===== config.mk =====
export PLATFORM = sky130hd
export DESIGN_NAME = pin_routing_select
export DESIGN_NICKNAME = d
export VERILOG_FILES = /design/src/hw/pin_routing_pkg.sv /design/src/hw/pin_routing_select.sv
export SDC_FILE = /design/constraint.sdc
export NUM_CORES = 1
export LEC_CHECK = 0
export ABC_AREA = 1
export BUFFER_PORTS_ARGS = -buffer_cell sky130_fd_sc_hd__buf_2
export CAP_MARGIN = 20
export CORE_MARGIN = 3
export CORE_UTILIZATION = 40
export CTS_BUF_LIST = sky130_fd_sc_hd__clkbuf_16
export DETAILED_ROUTE_END_ITERATION = 10
export HOLD_SLACK_MARGIN = 0.12
export PLACE_DENSITY = 0.56
export SLEW_MARGIN = 10
export SYNTH_ARGS = -nofsm -noshare
export SYNTH_HDL_FRONTEND = slang
export SYNTH_SLANG_ARGS = --single-unit

===== constraint.sdc =====
create_clock -name aclk -period 5.1 [get_ports aclk]
set_clock_uncertainty 0.2 [all_clocks]
set_input_delay 1.02 -clock aclk [delete_from_list [all_inputs] [get_ports aclk]]
set_output_delay 1.02 -clock aclk [all_outputs]
set_load 0.005 [all_outputs]

===== src/hw/pin_routing_pkg.sv =====
// package for the pin routing selector: register map, codes, state layout
// assumes a 32-bit axi4-lite slave, one clock, 5-bit selector registers and a 1-bit lock register
package pin_routing_pkg;
   localparam int N_IN = 9;
   localparam int N_OUT = 17;
   localparam int N_PIN = 18;
   localparam int SEL_W = 5;
   // byte address of the lock register, page numbers of the selector groups, response codes
   localparam logic [11:0] LOCK_OFFSET = 12'h000;
   localparam logic [5:0] IN_PAGE = 6'h01;
   localparam logic [4:0] OUT_PAGE = 5'h01;
   localparam logic [1:0] RESP_OKAY = 2'h0;
   localparam logic [1:0] RESP_SLVERR = 2'h2;
   // unlock keys and the locked flag position
   localparam logic [7:0] UNLOCK_KEY1 = 8'h55;
   localparam logic [7:0] UNLOCK_KEY2 = 8'haa;
   localparam int LOCKED_BIT = 0;
   // input codes: port a, port b upper half, port c
   localparam logic [4:0] IN_A_LAST = 5'h05;
   localparam logic [4:0] IN_B_FIRST = 5'h0c;
   localparam logic [4:0] IN_B_LAST = 5'h0f;
   localparam logic [4:0] IN_C_FIRST = 5'h10;
   localparam logic [4:0] IN_C_SMALL_LAST = 5'h15;
   localparam logic [4:0] IN_C_LAST = 5'h17;
   localparam logic [4:0] IN_SHIFT = 5'h06;
   // output source codes
   localparam logic [4:0] SRC_LATCH = 5'h00;
   localparam logic [4:0] SRC_CAPTURE_COMPARE1_OUTPUT = 5'h0c;
   localparam logic [4:0] SRC_CAPTURE_COMPARE2_OUTPUT = 5'h0d;
   localparam logic [4:0] SRC_SDA = 5'h11;
   localparam logic [4:0] SRC_SDO = 5'h12;
   localparam logic [4:0] SRC_CMP1 = 5'h16;
   localparam logic [4:0] SRC_CMP2 = 5'h17;
   localparam logic RESERVED_LEVEL = 1'b0;
   // input defaults after power-on, one per peripheral input (index 8 first)
   localparam logic [N_IN-1:0][SEL_W-1:0] IN_SEL_DEFAULT =
      {5'h13, 5'h11, 5'h10, 5'h13, 5'h15, 5'h04, 5'h05, 5'h02, 5'h02};
   typedef enum logic [1:0] {SEQ_IDLE = 2'b00, SEQ_KEY1 = 2'b01, SEQ_ARMED = 2'b11} seq_t;
   typedef struct packed {
      logic cmp2;
      logic cmp1;
      logic sdo;
      logic sda;
      logic sda_oe;
      logic capture_compare2_output;
      logic capture_compare1_output;
   } periph_out_t;
   typedef struct packed {
      logic [N_IN-1:0][SEL_W-1:0] in_sel;
      logic [N_OUT-1:0][SEL_W-1:0] out_sel;
      logic locked;
      logic cleared_once;
      logic sealed;
      seq_t seq;
      logic bvalid;
      logic [1:0] bresp;
      logic rvalid;
      logic [1:0] rresp;
      logic [31:0] rdata;
      logic [N_PIN-1:0] sync1;
      logic [N_PIN-1:0] sync2;
      logic [N_PIN-1:0] sync3;
      logic [N_PIN-1:0] level;
      logic [N_OUT-1:0] pin_out;
      logic [N_OUT-1:0] pin_oe;
      logic [N_IN-1:0] periph_in;
   } state_t;
   localparam state_t STATE_POR = '{in_sel: IN_SEL_DEFAULT, seq: SEQ_IDLE, default: '0};
endpackage


===== src/hw/pin_routing_select.sv =====
// pin routing selector: per-peripheral input selectors, per-pin source selectors, lock
// assumes axi4-lite master on aclk; pins are asynchronous; periph and latch are on aclk
`timescale 1ns/1ps
`default_nettype none
module pin_routing_select
   import pin_routing_pkg::*;
#(
   parameter bit LARGE_VARIANT = 1'b1
) (
   input wire logic aclk,
   input wire logic aresetn,
   input wire logic device_reset_n,
   input wire logic one_shot_lock_fuse,
   input wire logic [11:0] awaddr,
   input wire logic awvalid,
   output logic awready,
   input wire logic [31:0] wdata,
   input wire logic [3:0] wstrb,
   input wire logic wvalid,
   output logic wready,
   output logic [1:0] bresp,
   output logic bvalid,
   input wire logic bready,
   input wire logic [11:0] araddr,
   input wire logic arvalid,
   output logic arready,
   output logic [31:0] rdata,
   output logic [1:0] rresp,
   output logic rvalid,
   input wire logic rready,
   input wire logic [N_PIN-1:0] pin_in,
   input wire logic [N_OUT-1:0] pin_output_latch,
   input wire logic [N_OUT-1:0] port_dir_out,
   input wire periph_out_t periph_out,
   output logic [N_OUT-1:0] pin_out,
   output logic [N_OUT-1:0] pin_oe,
   output logic [N_IN-1:0] periph_in,
   output logic [N_PIN-1:0] port_level
);
   state_t r;
   state_t n;
   logic wr_fire;
   logic rd_fire;
   logic w_lock;
   logic w_in;
   logic w_out;
   logic r_lock;
   logic r_in;
   logic r_out;
   logic [N_OUT-1:0] out_val;
   logic [N_OUT-1:0] oe_val;
   logic [N_IN-1:0] in_val;

   // one pin's level for an input code; reserved codes give zero
   function automatic logic in_src(input logic [4:0] c, input logic [N_PIN-1:0] lv);
      logic ok;
      logic [4:0] i;
      ok = (c <= IN_A_LAST) || (c >= IN_C_FIRST && c <= IN_C_SMALL_LAST);
      ok = ok || (LARGE_VARIANT && ((c >= IN_B_FIRST && c <= IN_B_LAST) ||
                                    (c > IN_C_SMALL_LAST && c <= IN_C_LAST)));
      i = (c <= IN_A_LAST) ? c : c - IN_SHIFT;
      return ok ? lv[i] : 1'b0;
   endfunction

   // pin drive for a source code
   function automatic logic out_src(input logic [4:0] c, input logic lat, input periph_out_t p);
      logic v;
      v = RESERVED_LEVEL;
      unique case (c)
         SRC_CMP2: v = p.cmp2;
         SRC_CMP1: v = p.cmp1;
         SRC_SDO: v = p.sdo;
         SRC_SDA: v = p.sda;
         SRC_CAPTURE_COMPARE2_OUTPUT: v = p.capture_compare2_output;
         SRC_CAPTURE_COMPARE1_OUTPUT: v = p.capture_compare1_output;
         SRC_LATCH: v = lat;
         default: v = RESERVED_LEVEL;
      endcase
      return v;
   endfunction

   // one source mux per routable pin
   for (genvar k = 0; k < N_OUT; k++) begin : g_out
      assign out_val[k] = out_src(r.out_sel[k], pin_output_latch[k], periph_out);
      assign oe_val[k] = (r.out_sel[k] == SRC_SDA) ? periph_out.sda_oe : port_dir_out[k];
   end

   // one input mux per peripheral input
   for (genvar j = 0; j < N_IN; j++) begin : g_in
      assign in_val[j] = in_src(r.in_sel[j], r.level);
   end

   // address decode; one write and one read in flight, both answered next cycle
   assign wr_fire = awvalid & wvalid & ~r.bvalid;
   assign rd_fire = arvalid & ~r.rvalid;
   assign w_lock = (awaddr == LOCK_OFFSET);
   assign w_in = (awaddr[11:6] == IN_PAGE) && (awaddr[5:2] < 4'(N_IN)) && (awaddr[1:0] == 2'h0);
   assign w_out = (awaddr[11:7] == OUT_PAGE) && (awaddr[6:2] < 5'(N_OUT)) && (awaddr[1:0] == 2'h0);
   assign r_lock = (araddr == LOCK_OFFSET);
   assign r_in = (araddr[11:6] == IN_PAGE) && (araddr[5:2] < 4'(N_IN)) && (araddr[1:0] == 2'h0);
   assign r_out = (araddr[11:7] == OUT_PAGE) && (araddr[6:2] < 5'(N_OUT)) && (araddr[1:0] == 2'h0);

   // next state
   always_comb begin
      n = r;
      n.sync1 = pin_in;
      n.sync2 = r.sync1;
      n.sync3 = r.sync2;
      // level moves only when the last two stages agree
      n.level = (~(r.sync2 ^ r.sync3) & r.sync3) | ((r.sync2 ^ r.sync3) & r.level);
      n.pin_out = out_val;
      n.pin_oe = oe_val;
      n.periph_in = in_val;
      if (r.bvalid && bready) begin
         n.bvalid = 1'b0;
      end
      if (r.rvalid && rready) begin
         n.rvalid = 1'b0;
      end
      // reads; unimplemented upper bits return zero
      if (rd_fire) begin
         n.rvalid = 1'b1;
         n.rresp = (r_lock || r_in || r_out) ? RESP_OKAY : RESP_SLVERR;
         n.rdata = '0;
         // a read breaks the key sequence
         n.seq = SEQ_IDLE;
         if (r_lock) begin
            n.rdata[LOCKED_BIT] = r.locked;
         end else if (r_in) begin
            n.rdata[SEL_W-1:0] = r.in_sel[araddr[5:2]];
         end else if (r_out) begin
            n.rdata[SEL_W-1:0] = r.out_sel[araddr[6:2]];
         end
      end
      // writes; a write in the same cycle as a read decides the key sequence
      if (wr_fire) begin
         n.bvalid = 1'b1;
         n.bresp = (w_lock || w_in || w_out) ? RESP_OKAY : RESP_SLVERR;
         n.seq = SEQ_IDLE;
         if (w_lock && wstrb[0]) begin
            if (r.seq == SEQ_ARMED) begin
               if (wdata[LOCKED_BIT]) begin
                  if (!(one_shot_lock_fuse && r.sealed)) begin
                     n.locked = 1'b1;
                     n.sealed = one_shot_lock_fuse;
                  end
               end else begin
                  if (!(one_shot_lock_fuse && (r.sealed || r.cleared_once))) begin
                     n.locked = 1'b0;
                     n.cleared_once = r.cleared_once | one_shot_lock_fuse;
                  end
               end
            end else if (wdata[7:0] == UNLOCK_KEY1) begin
               n.seq = SEQ_KEY1;
            end else if (r.seq == SEQ_KEY1 && wdata[7:0] == UNLOCK_KEY2) begin
               n.seq = SEQ_ARMED;
            end
         end else if (w_in && wstrb[0] && !r.locked) begin
            n.in_sel[awaddr[5:2]] = wdata[SEL_W-1:0];
         end else if (w_out && wstrb[0] && !r.locked) begin
            n.out_sel[awaddr[6:2]] = wdata[SEL_W-1:0];
         end
      end
      // warm resets clear lock state but keep selections, even against a write
      if (!device_reset_n) begin
         n.in_sel = r.in_sel;
         n.out_sel = r.out_sel;
         n.locked = 1'b0;
         n.cleared_once = 1'b0;
         n.sealed = 1'b0;
         n.seq = SEQ_IDLE;
         n.bvalid = 1'b0;
         n.rvalid = 1'b0;
      end
   end

   // power-on reset restores defaults; no sleep input reaches the state
   always_ff @(posedge aclk) begin
      if (!aresetn) begin
         r <= STATE_POR;
      end else begin
         r <= n;
      end
   end

   // ready signals are combinational, valid and data from flops
   assign awready = wr_fire;
   assign wready = wr_fire;
   assign arready = rd_fire;
   assign bvalid = r.bvalid;
   assign bresp = r.bresp;
   assign rvalid = r.rvalid;
   assign rresp = r.rresp;
   assign rdata = r.rdata;
   assign pin_out = r.pin_out;
   assign pin_oe = r.pin_oe;
   assign periph_in = r.periph_in;
   assign port_level = r.level;
endmodule
`default_nettype wire


# After elaboration in Yosys (flattened, before gate mapping)
# Index checks and enable logic that the tools add are counted.
# op_classes
n_addsub	9
order_cmp	82
n_eq_ne	112
n_mux	89
n_bitwise	16
n_reduce_logical	119
# ops
cell	count
5-bit equality test, second input constant	68
5-bit by 4-bit equality test with 1-bit output, second input constant	34
1-bit case mux with 7 select lines	17
5-bit <= comparator, second input constant	18
85-bit bitwise mux	1
5-bit logical NOT	17
5-bit two-way mux	16
5-bit by 6-bit less-than comparator with 1-bit output, second input constant	11
1-bit logical AND	47
1-bit binary-select mux with 5-bit select	9
45-bit bitwise mux	1
5-bit by 4-bit >= comparator with 1-bit output, second input constant	9
5-bit >= comparator, second input constant	9
5-bit > comparator, second input constant	9
5-bit by 3-bit <= comparator with 1-bit output, second input constant	9
5-bit by 4-bit <= comparator with 1-bit output, second input constant	9
5-bit by 3-bit subtractor with 5-bit output, second input constant	9
18-bit bitwise AND	2
35-bit two-way mux	1
1-bit logical OR	32
1-bit two-way mux	31
5-bit binary-select mux with 5-bit select	1
5-bit demux with 5-bit select	1
12-bit logical NOT	2
28 further kinds	64
# word_totals
register_bits	261
output_inout_bits	102
word_cells	477

# Logic depth before layout (Yosys ltp)
# Gate-level depths: netlist of the first run.
# depth
ltp_word	7
depth_mapped	14

# Least setup slack after synthesis of the first run
# No wires, ideal clock.
# synth_path
kind	input to output
from	input port wvalid
to	output port wready
t_arrival_ns	1.500
required_time_ns	3.880
path_slack_ns	2.380
cell_stages	5
path_buffers	1
path_cell_list	inv_1 -> nor2_1 -> nand2_1 -> inv_1 -> buf_4
# synth_via
elab_chain_cells	2
# synth_lines
item	line	rtl
start, declared	pin_routing_select.sv:19	input wire logic wvalid,
1-bit bitwise AND (2 in series)	pin_routing_select.sv:94	assign wr_fire = awvalid & wvalid & ~r.bvalid;
end, declared	pin_routing_select.sv:20	output logic wready,
# Every way passes these cells.

# Worst setup path after layout of the first run
# layout_path
from	input port araddr[2]
to	register r, in the netlist rdata[4]
# layout_via
elab_chain_cells	6
elab_cells_between_ends	14
classes_between	order compare (2); mux (7); reduce/logical (5)
# layout_lines
item	line	rtl
start, declared	pin_routing_select.sv:24	input wire logic [11:0] araddr,
parallel branches: the longest is 5 deep, another holds 5-bit binary-select mux with 5-bit select	n/a	
4-bit two-way mux *	pin_routing_select.sv:127	if (r_lock) begin
end signal, assigned	pin_routing_select.sv:182	r <= n;
end, declared	pin_routing_select.sv:40	state_t r;
# Mark *: on every way between the ends. The select of a mux whose other input is x is not followed.
# A chain may end at the register's enable or synchronous reset.

==> results of run 1 <==
-- sequential cells by signal (all words and copies together), names as in the netlist, named ones only --
register   count
bresp          1
bvalid         1
n             36
periph_in      9
pin_oe        17
pin_out       17
r            153
rdata          5
rresp          1
rvalid         1
-- area by class of cell --
| cell class | instances | area, µm² |
|---|---|---|
| Fill cell | 4282 | 22000 |
| Multi-Input combinational cell | 1873 | 8910 |
| Sequential cell | 259 | 5180 |
| Inverter | 289 | 1090 |
| Timing Repair Buffer | 182 | 940 |
| Clock buffer | 31 | 776 |
| Tap cell | 525 | 657 |
| Clock inverter | 27 | 312 |
| Antenna cell | 2 | 5.00 |
-- through the flow --
stage / worst slack [ns] / cell area (µm²) / util
6_report: 2.11 / 17900 / 0.449
5_1_grt: 1.94 / 17900 / 0.449
4_1_cts: 2.19 / 17900 / 0.449
3_5_place_dp: 1.60 / 16800 / 0.421
3_3_place_gp: 1.66 / 16800 / 0.421
2_1_floorplan: 2.38 / 16300 / -
-- worst register-to-register path, stage by stage (launching register included) --
cell	delay, ns
sky130_fd_sc_hd__dfxtp_1	0.87
sky130_fd_sc_hd__nand2_1	0.10
sky130_fd_sc_hd__inv_1	0.11
sky130_fd_sc_hd__nand2_1	0.05
sky130_fd_sc_hd__nand2_1	0.08
sky130_fd_sc_hd__nand2_1	0.16
sky130_fd_sc_hd__o21ai_0	0.42
sky130_fd_sc_hd__nand3_1	0.15
sky130_fd_sc_hd__nand3b_1	0.12
sky130_fd_sc_hd__nand3_1	0.08
sky130_fd_sc_hd__a21oi_1	0.13
-- where the power goes --
| part | internal (mW) | leakage [nW] | switching (mW) |
|---|---|---|---|
| Sequential | 2.06 | 2.11 | 0.0124 |
| Combinational | 0.0969 | 5.91 | 0.252 |
| Clock | 1.45 | 0.545 | 0.898 |
-- final timing paths --
path | start | end | slack (ns) | depth (start not counted)
max | araddr[2] | rdata[4] | 2.11 | 11
min | n[92] | n[74] | 0.21 | 2
max reg2reg | r[258] | periph_in[3] | 2.59 | 10
min reg2reg | n[92] | n[74] | 0.21 | 2
-- synthesized netlist by cell type, types with 9 or more instances --
cell / number / area (µm²)
sky130_fd_sc_hd__nand3b_1: 13 / 97.6
sky130_fd_sc_hd__ha_1: 18 / 225
sky130_fd_sc_hd__buf_4: 98 / 736
sky130_fd_sc_hd__o211ai_1: 26 / 195
sky130_fd_sc_hd__nand3_1: 201 / 1010
sky130_fd_sc_hd__clkbuf_1: 91 / 342
sky130_fd_sc_hd__a31oi_1: 12 / 75.1
sky130_fd_sc_hd__nor4_1: 21 / 131
sky130_fd_sc_hd__o21ai_1: 12 / 60.1
sky130_fd_sc_hd__o21ai_0: 174 / 871
sky130_fd_sc_hd__nor2_1: 398 / 1490
sky130_fd_sc_hd__inv_1: 272 / 1020
sky130_fd_sc_hd__dfxtp_1: 259 / 5180
sky130_fd_sc_hd__a21oi_1: 165 / 826
sky130_fd_sc_hd__nand4_1: 63 / 394
sky130_fd_sc_hd__clkinv_1: 9 / 33.8
sky130_fd_sc_hd__nand2_1: 595 / 2230
sky130_fd_sc_hd__nand3_4: 13 / 228
sky130_fd_sc_hd__nor3_1: 64 / 320
sky130_fd_sc_hd__nand3_2: 10 / 100
-- layout by cell type, fill, tap and decap left out, types with 29 or more instances in the layout --
cell	netlist	final
sky130_fd_sc_hd__nand2_1	595	595
sky130_fd_sc_hd__nor2_1	398	398
sky130_fd_sc_hd__inv_1	272	278
sky130_fd_sc_hd__dfxtp_1	259	259
sky130_fd_sc_hd__nand3_1	201	201
sky130_fd_sc_hd__o21ai_0	174	174
sky130_fd_sc_hd__buf_2	1	172
sky130_fd_sc_hd__a21oi_1	165	165
sky130_fd_sc_hd__nor3_1	64	64
sky130_fd_sc_hd__nand4_1	63	63
sky130_fd_sc_hd__clkbuf_16	0	31
sky130_fd_sc_hd__conb_1	1	29
-- cells by family after synthesis --
| logic type | share of synthesized area |
|---|---|
| simple gates | 0.386 |
| buf+inv | 0.136 |
| compound gates | 0.142 |
| flops | 0.320 |
| fa+ha+maj | 0.0139 |
| xor+xnor | 0.00108 |
| other cells | 0.000232 |
-- routing by layer --
| metal | global-route usage | wire (µm) |
|---|---|---|
| met5 | 0 | 0 |
| met4 | 0.118 | 2860 |
| met3 | 0.0289 | 2960 |
| met2 | 0.407 | 25100 |
| met1 | 0.306 | 23200 |
==> out/results.ini, run 1 <==
[setup_path]
cp_top_family=buffers and inverters
timing.critical_path.slowest_cell_delay_ns=0.66
worstPathCellList=buf_2 > buf_4 > nor2_1 > nand2_1 > nand2_1 > nand4_1 > inv_1 > o21ai_0 > a21oi_1 > nand2_1 > a21oi_1
path_common_cell=sky130_fd_sc_hd__nand2_1
path_class=input pin to register
critical_path.n_buffers_inverters=3
critPathLaunchType=input pin
critical_path_sink_type=register
crit_required_ns=5.34
path_max_fanout=84
critPathSlowestCell=sky130_fd_sc_hd__buf_4
data_arrival_time_at_the_worst_slack_endpoint_ns=3.23

[clocking]
cts.sinks=259
clock_latency_late_sink_ns=0.58
htree_levels=1
post-cts-setup-buffer-count=0
worst_case_clock_buffer_depth=3
post_cts_hold_buffer_count=0
cts_root_buffer=sky130_fd_sc_hd__clkbuf_16
ctsResizeCount=0
cts_made_buffers=31
cts_tree=yes
clk_pin_slew_ns=0.06

[route]
detailedRoute.firstIterationViolations=1307
detail_route.wl_per_cell_um=17.0
num_vias=16800
vias_per_cell=5.28
routed_wl_mm=54.1
dr.pass1.iters=6
detail-route-antenna-nets=0
detail_route.drc_violations=0

[run]
timing.max_cap.violations=0

[power_and_ir_drop]
vdd_ir_drop_max_mv=0.235
power_per_cell_area_nw_per_um2=267
static-leakage-power_nw=8.56
total_power_draw_mw=4.77

[cells_and_area]
final_net_count=2782
layout.cells.non_filler=3188
final_layout_size_suffix_gt1_frac=0.105
syn2layout_area_growth_pct=10.4

[synth]
post_synth.cell_area_avg_um2=6.26
synth-seq-cells=259
synthesis.area_um2=16200
synth_enable_flop_cells=0
ys.flop_type=sky130_fd_sc_hd__dfxtp_1
synth_sequential_area_ratio=0.320
yosys.cell_types.count=51
ys_async_rst_share=0
postSynthCellCount=2587
yosysWarnings=0

[die]
floorplan.io_pins=230
core.rowCount=73
die_width_um=207
chipHeight_um=207
fp.coreArea_um2=39800
floorplan.initialDensity=0.407
dieArea_um2=42900

[sta]
whs_ns=0.211
timing.final.max_slew_violations=0
clock.fmax_mhz=334
setup_repair_after_global_routing_missed_its_margin=no
finalSetupViolCount=0
relSlewSlack=0.365
timing.final.crit_share=0.587
fin_tns_setup_ns=0
timing.final.crit_period_ns=2.99
slew_at_the_pin_closest_to_its_max_slew_limit_ns=0.952
report.final.hold_viol_count=0

[grt]
maximum_number_of_pins_on_one_net_before_global_route_repair=96
grt_antenna_before_repair=0
total_routing_resource_utilization_after_global_routing=0.241
grt_remaining_overflow=0
grt_pass1_vias=15600
wire_length_of_the_first_global_routing_pass_mm=84.8

[status]
status=finished, final reports clean

[placement]
port_buffers=173
dp.cells=3128
gp_routability_congestion=0.919
place_hpwl_mm=37.6

[min_path]
hp_class=register to register

Power figures use the tool's default switching activity.
==> run 2, diff against run 1 <==
--- a/config.mk
+++ b/config.mk
@@ -13,7 +13,7 @@
 export CTS_BUF_LIST = sky130_fd_sc_hd__clkbuf_16
 export DETAILED_ROUTE_END_ITERATION = 10
 export HOLD_SLACK_MARGIN = 0.12
-export PLACE_DENSITY = 0.56
+export PLACE_DENSITY = 0.58
 export SLEW_MARGIN = 10
 export SYNTH_ARGS = -nofsm -noshare
 export SYNTH_HDL_FRONTEND = slang
==> constraint.sdc (replaced) <==
create_clock -name aclk -period 2.5 [get_ports aclk]
set_clock_uncertainty 0.2 [all_clocks]
set_input_delay 0.5 -clock aclk [delete_from_list [all_inputs] [get_ports aclk]]
set_output_delay 0.5 -clock aclk [all_outputs]
set_load 0.005 [all_outputs]
==> out/results.ini, run 2 (synthesis gave the netlist of run 1 again) <==
[cells_and_area]
largest_register_ffs=153  ; unchanged
syn2layout_area_growth_pct=18.0  ; was 10.4%
design_area_um2=19100  ; was 17900 µm²
layout.cells.most_common=sky130_fd_sc_hd__nand2_1  ; unchanged
diodes=0  ; was 2
multi_input_area_um2=8910  ; about the same
leading_cell_types_in_the_layout_fill_and_taps_excluded=sky130_fd_sc_hd__nand2_1 (594), sky130_fd_sc_hd__nor2_1 (398), sky130_fd_sc_hd__inv_1 (276)  ; was sky130_fd_sc_hd__nand2_1 (595), sky130_fd_sc_hd__nor2_1 (398), sky130_fd_sc_hd__inv_1 (278)
register_area_um2=5190  ; was 5180 µm²
final_layout_size_suffix_gt1_frac=0.132  ; was 0.105
final_net_count=2923  ; was 2782
max_flop_register=r  ; unchanged
fill_cells=4179  ; was 4282

[clocking]
cts_made_buffers=30  ; was 31
cts_tree=yes  ; unchanged
cts.sinks=259  ; unchanged
worst_case_clock_buffer_depth=3  ; unchanged
post-cts-setup-buffer-count=0  ; unchanged
htree_levels=1  ; unchanged
cts_root_buffer=sky130_fd_sc_hd__clkbuf_16  ; unchanged
clk_pin_slew_ns=0.06  ; about the same
clock_latency_late_sink_ns=0.59  ; was 0.58 ns

[die]
dieArea_um2=42900  ; unchanged
chipHeight_um=207  ; unchanged
die_width_um=207  ; unchanged
floorplan.initialDensity=0.407  ; unchanged
fp.coreArea_um2=39800  ; unchanged
floorplan.io_pins=230  ; unchanged
core.rowCount=73  ; unchanged

[setup_path]
r2r.worst_path.cells=13  ; was 10
path_max_fanout=9  ; was 84
data_arrival_time_at_the_worst_slack_endpoint_ns=2.57  ; was 3.23 ns
r2r_start=r[264]  ; was r[258]
critPathLaunchType=register  ; was input pin
path_class=register to register  ; was input pin to register
setup.worst_path.start=r[264]  ; was araddr[2]
crit_required_ns=2.78  ; was 5.34 ns
critical_path_sink_type=register  ; unchanged

[route]
vias_per_cell=5.22  ; was 5.28
detail_route.wl_per_cell_um=16.5  ; was 17.0 µm
routed_wl_mm=55.0  ; was 54.1 mm
detailedRoute.firstIterationViolations=1366  ; was 1307
detail-route-antenna-nets=0  ; unchanged
detail_route.drc_violations=0  ; unchanged
dr.pass1.iters=6  ; unchanged
num_vias=17400  ; was 16800

[sta]
worst_slack_ns=0.202  ; was 2.11 ns
timing.final.crit_period_ns=2.30
relSlewSlack=0.531  ; was 0.365
slew_at_the_pin_closest_to_its_max_slew_limit_ns=0.703  ; was 0.952 ns
report.final.hold_viol_count=0  ; unchanged
clock.fmax_mhz=435
finalSetupViolCount=0  ; unchanged
fin_tns_setup_ns=0  ; unchanged
timing.final.crit_share=0.919
setup_repair_after_global_routing_missed_its_margin=no  ; unchanged
whs_ns=0.146  ; was 0.211 ns
timing.final.max_slew_violations=0  ; unchanged

[power_and_ir_drop]
power.combinational.fraction=0.088  ; was 0.073
power_per_cell_area_nw_per_um2=509  ; was 267 nW/µm²
power.share.sequential=0.434  ; about the same
netSwitchingPower_mw=2.42  ; was 1.16 mW
total_power_draw_mw=9.73  ; was 4.77 mW
cellInternalPower_mw=7.31  ; was 3.61 mW
static-leakage-power_nw=9.21  ; was 8.56 nW
pwr-share-clk=0.478  ; was 0.493
switching_share=0.249  ; was 0.244
vdd_ir_drop_max_mv=0.544  ; was 0.235 mV

[min_path]
hold_path.startpoint=awvalid  ; was n[92]
whs_path_depth=4  ; was 2
hp_class=input pin to register  ; was register to register

[grt]
wire_length_of_the_first_global_routing_pass_mm=86.7  ; was 84.8 mm
grt_remaining_overflow=0  ; unchanged
grt_antenna_before_repair=0  ; unchanged
maximum_number_of_pins_on_one_net_before_global_route_repair=75  ; was 96
grt_pass1_vias=16000  ; was 15600
total_routing_resource_utilization_after_global_routing=0.246  ; was 0.241

[status]
status=finished, final reports clean  ; unchanged

[placement]
dp_slack_ns=0.0261  ; was 1.60 ns
port_buffers=173  ; unchanged
place_hpwl_mm=39.7  ; was 37.6 mm
gp_routability_congestion=0.948  ; was 0.919
dpl_cell_area_um2=17500  ; was 16800 µm²

[run]
timing.max_cap.violations=0  ; unchanged

## run 2: cell count changes in the layout (fill, tap and decap cells not counted), moves of 3 or more
cell,delta
sky130_fd_sc_hd__buf_12,+6
sky130_fd_sc_hd__buf_4,+80
sky130_fd_sc_hd__clkinv_2,+3
sky130_fd_sc_hd__dfxtp_1,-4
sky130_fd_sc_hd__dfxtp_2,+4
sky130_fd_sc_hd__dlygate4sd3_1,+56
## run 2: stage by stage
| stage | util | cells |
|---|---|---|
| floorplan | - | 2615 |
| global placement | 0.439 | 3214 |
| detailed placement | 0.439 | 3214 |
| CTS | 0.480 | 3326 |
| global route | 0.480 | 3326 |
| finish | 0.480 | 3326 |
## run 2: critical path, stage by stage, from the launching register on
cell	delay, ns
sky130_fd_sc_hd__dfxtp_2	0.41
sky130_fd_sc_hd__inv_1	0.11
sky130_fd_sc_hd__ha_1	0.20
sky130_fd_sc_hd__nand2_1	0.06
sky130_fd_sc_hd__nand3_1	0.06
sky130_fd_sc_hd__nand2_1	0.11
sky130_fd_sc_hd__nand2_1	0.18
sky130_fd_sc_hd__nand2_1	0.23
sky130_fd_sc_hd__nand2_1	0.14
sky130_fd_sc_hd__nand2_1	0.08
sky130_fd_sc_hd__nand3_1	0.06
sky130_fd_sc_hd__nand3_1	0.09
sky130_fd_sc_hd__nand2_1	0.06
sky130_fd_sc_hd__a21oi_1	0.19
## run 2: layout make-up
type | count | area share
tap | 525 | 0.0344
clock buffer | 30 | 0.0393
timing repair buffer | 324 | 0.116
inverter | 289 | 0.0570
sequential | 259 | 0.272
multi-input combinational | 1873 | 0.466
clock inverter | 26 | 0.0151
## run 2: routing by layer
| layer | vias to the layer above | GRT usage | routed length, µm |
|---|---|---|---|
| met5 | - | 0 | 0 |
| met4 | 0 | 0.102 | 2640 |
| met3 | 152 | 0.0313 | 3240 |
| met2 | 635 | 0.422 | 26100 |
| met1 | 7845 | 0.313 | 23000 |
| li1 | 8722 | - | - |
## run 2: power by group through the flow
stage	clock [mW]	combinational [mW]	sequential (mW)
after CTS	4.77	0.850	4.22
after detailed placement	0	0.780	4.31
after floorplan	0	0.457	4.31
after global placement	0	0.775	4.31
final	4.66	0.855	4.22
after global routing	4.92	0.925	4.23
## run 2: final timing paths
path / endpoint / slack (ns)
hold / removal: bvalid / 0.15
setup reg to reg: periph_in[4] / 0.20
hold reg to reg: n[72] / 0.21
setup / recovery: periph_in[4] / 0.20
## run 2: repair_timing
item	in CTS	in global routing
endpoints found under the hold margin	73	0
hold buffers	56	0
gates resized for setup	0	7
endpoints found under the setup margin	0	4
==> run 3, diff against run 2 <==
--- a/config.mk
+++ b/config.mk
@@ -8,12 +8,15 @@
 export ABC_AREA = 1
 export BUFFER_PORTS_ARGS = -buffer_cell sky130_fd_sc_hd__buf_2
 export CAP_MARGIN = 20
+export CELL_PAD_IN_SITES_DETAIL_PLACEMENT = 0
+export CELL_PAD_IN_SITES_GLOBAL_PLACEMENT = 1
 export CORE_MARGIN = 3
-export CORE_UTILIZATION = 40
-export CTS_BUF_LIST = sky130_fd_sc_hd__clkbuf_16
+export CORE_UTILIZATION = 38
+export CTS_BUF_LIST = sky130_fd_sc_hd__clkbuf_8
 export DETAILED_ROUTE_END_ITERATION = 10
 export HOLD_SLACK_MARGIN = 0.12
-export PLACE_DENSITY = 0.58
+export PLACE_DENSITY = 0.77
+export SKIP_LAST_GASP = 1
 export SLEW_MARGIN = 10
 export SYNTH_ARGS = -nofsm -noshare
 export SYNTH_HDL_FRONTEND = slang
==> out/results.ini, run 3 (synthesis gave the netlist of run 1 again) <==
[status]
status=finished, final reports clean  ; unchanged

[clocking]
htree_levels=2  ; was 1
cts_tree=yes  ; unchanged
worst_case_clock_buffer_depth=3  ; unchanged
cts_made_buffers=47  ; was 30
cts.sinks=259  ; unchanged
clk_pin_slew_ns=0.06  ; about the same
cts_root_buffer=sky130_fd_sc_hd__clkbuf_8  ; was sky130_fd_sc_hd__clkbuf_16
clock_latency_late_sink_ns=0.62  ; was 0.59 ns

[grt]
grt_antenna_before_repair=0  ; unchanged
maximum_number_of_pins_on_one_net_before_global_route_repair=86  ; was 75
wire_length_of_the_first_global_routing_pass_mm=86.6  ; was 86.7 mm
grt_remaining_overflow=0  ; unchanged
total_routing_resource_utilization_after_global_routing=0.244  ; was 0.246
grt_pass1_vias=15800  ; was 16000

[route]
dr.pass1.iters=6  ; unchanged
detailedRoute.firstIterationViolations=1300  ; was 1366
vias_per_cell=5.16  ; was 5.22
detail-route-antenna-nets=0  ; unchanged
detail_route.wl_per_cell_um=16.9  ; was 16.5 µm
detail_route.drc_violations=0  ; unchanged
num_vias=17400  ; about the same
routed_wl_mm=57.0  ; was 55.0 mm

[sta]
worst_slack_ns=0.150  ; was 0.202 ns
fin_tns_setup_ns=0  ; unchanged
slew_at_the_pin_closest_to_its_max_slew_limit_ns=0.728  ; was 0.703 ns
report.final.hold_viol_count=0  ; unchanged
relSlewSlack=0.514  ; was 0.531
finalSetupViolCount=0  ; unchanged
timing.final.crit_share=0.940  ; was 0.919
whs_ns=0.146  ; about the same
clock.fmax_mhz=426  ; was 435 MHz
timing.final.crit_period_ns=2.35  ; was 2.30 ns
setup_repair_after_global_routing_missed_its_margin=no  ; unchanged
timing.final.max_slew_violations=0  ; unchanged

[setup_path]
path_class=register to register  ; unchanged
timing.critical_path.slowest_cell_delay_ns=0.47  ; was 0.41 ns
r2r_start=r[244]  ; was r[264]
critPathSlowestCell=sky130_fd_sc_hd__dfxtp_1  ; was sky130_fd_sc_hd__dfxtp_2
path_max_fanout=8  ; was 9
critical_path_sink_type=register  ; unchanged
data_arrival_time_at_the_worst_slack_endpoint_ns=2.70  ; was 2.57 ns
r2r-end=periph_in[0]  ; was periph_in[4]
critical_path.n_buffers_inverters=2  ; was 1
cp_top_family=simple AND/OR/NAND/NOR gates  ; unchanged
critPathLaunchType=register  ; unchanged
setup.reg_to_reg.worst_slack_ns=0.15  ; was 0.20 ns
r2r.worst_path.cells=11  ; was 13
crit_required_ns=2.85  ; was 2.78 ns
worstPathCellList=inv_1 > ha_1 > nand2_1 > nand3_1 > nand2_1 > nand2_1 > o21ai_0 > inv_1 > nand3_1 > nand3_1 > a21oi_1  ; was inv_1 > ha_1 > nand2_1 > nand3_1 > nand2_1 > nand2_1 > nand2_1 > nand2_1 > nand2_1 > nand3_1 > nand3_1 > nand2_1 > a21oi_1

[run]
timing.max_cap.violations=0  ; unchanged

[cells_and_area]
multi_input_area_um2=8910  ; about the same
register_area_um2=5190  ; about the same
final_net_count=2943  ; was 2923
largest_register_ffs=153  ; unchanged
syn2layout_area_growth_pct=18.5  ; was 18.0%
final_layout_size_suffix_gt1_frac=0.137  ; was 0.132
fill_cells=4298  ; was 4179
diodes=0  ; unchanged
leading_cell_types_in_the_layout_fill_and_taps_excluded=sky130_fd_sc_hd__nand2_1 (595), sky130_fd_sc_hd__nor2_1 (398), sky130_fd_sc_hd__inv_1 (285)  ; was sky130_fd_sc_hd__nand2_1 (594), sky130_fd_sc_hd__nor2_1 (398), sky130_fd_sc_hd__inv_1 (276)
layout.cells.most_common=sky130_fd_sc_hd__nand2_1  ; unchanged
max_flop_register=r  ; unchanged

[min_path]
hp_class=input pin to register  ; unchanged
whs_path_depth=5  ; was 4
hold_path.startpoint=awvalid  ; unchanged
holdPathEnd=bresp[1]  ; was bvalid

[die]
chipHeight_um=212  ; was 207 µm
floorplan.io_pins=230  ; unchanged
floorplan.initialDensity=0.390  ; was 0.407
die_width_um=212  ; was 207 µm
fp.coreArea_um2=41500  ; was 39800 µm²
core.rowCount=74  ; was 73
dieArea_um2=45100  ; was 42900 µm²

[placement]
port_buffers=173  ; unchanged
place_hpwl_mm=40.5  ; was 39.7 mm
dp_slack_ns=0.0109  ; was 0.0261 ns
gp_routability_congestion=0.950  ; was 0.948

[power_and_ir_drop]
static-leakage-power_nw=9.30  ; was 9.21 nW
vdd_ir_drop_max_mv=0.365  ; was 0.544 mV
power_per_cell_area_nw_per_um2=494  ; was 509 nW/µm²
total_power_draw_mw=9.47  ; was 9.73 mW

-- run 3: timing repair --
| item | CTS | global route |
|---|---|---|
| endpoints found under the setup margin | 0 | 5 |
| resized for setup | 0 | 5 |
| hold endpoints to repair | 82 | 0 |
| buffers inserted | 0 | 0 |
| hold buffers | 68 | 0 |
-- run 3: cell type report --
| cell class | instances | share of cell area |
|---|---|---|
| clock buffers | 59 | 0.0423 |
| flip-flops and latches | 259 | 0.271 |
| clock inverters | 27 | 0.0106 |
| well taps | 532 | 0.0347 |
| inverters | 289 | 0.0568 |
| multi-input cells | 1873 | 0.464 |
| repair buffers | 327 | 0.120 |
-- run 3: worst max path at each step --
stage               endpoint  cells after the start  slack, ns  startpoint
3_3_place_gp        rdata[4]                     11       0.03   araddr[3]
5_1_grt         periph_in[4]                     12      0.009      r[265]
3_5_place_dp          r[261]                     10       0.01   awaddr[8]
4_1_cts        port_level[9]                      2       0.11    register
2_1_floorplan         r[177]                     13       0.41   awaddr[4]
6_report        periph_in[0]                     11       0.15      r[244]
-- run 3: report_power, final --
part,total (mW),switching [mW],internal [mW]
sequential,4.22,0.0262,4.20
clock,4.38,1.93,2.44
combinational,0.873,0.548,0.325
-- run 3: tightest hold or removal path, cell delays in order --
cell and delay [ns]:
sky130_fd_sc_hd__buf_2 0.08, sky130_fd_sc_hd__nand2_1 0.08, sky130_fd_sc_hd__buf_4 0.16, sky130_fd_sc_hd__nand2_1 0.05, sky130_fd_sc_hd__a21oi_1 0.05
-- run 3: per-stage QoR --
stage	instance area, µm²	instances	utilization
floorplan	16300	2615	-
global placement	17500	3212	0.421
detailed placement	17500	3212	0.421
CTS	19200	3366	0.462
global route	19200	3366	0.462
finish	19200	3366	0.462
-- run 3: layer usage --
layer / share of wire / global-route usage / vias up
li1: - / - / 8779
met1: 0.42 / 0.299 / 7778
met2: 0.48 / 0.422 / 638
met3: 0.055 / 0.0376 / 163
met4: 0.045 / 0.114 / 0
met5: 0 / 0 / -
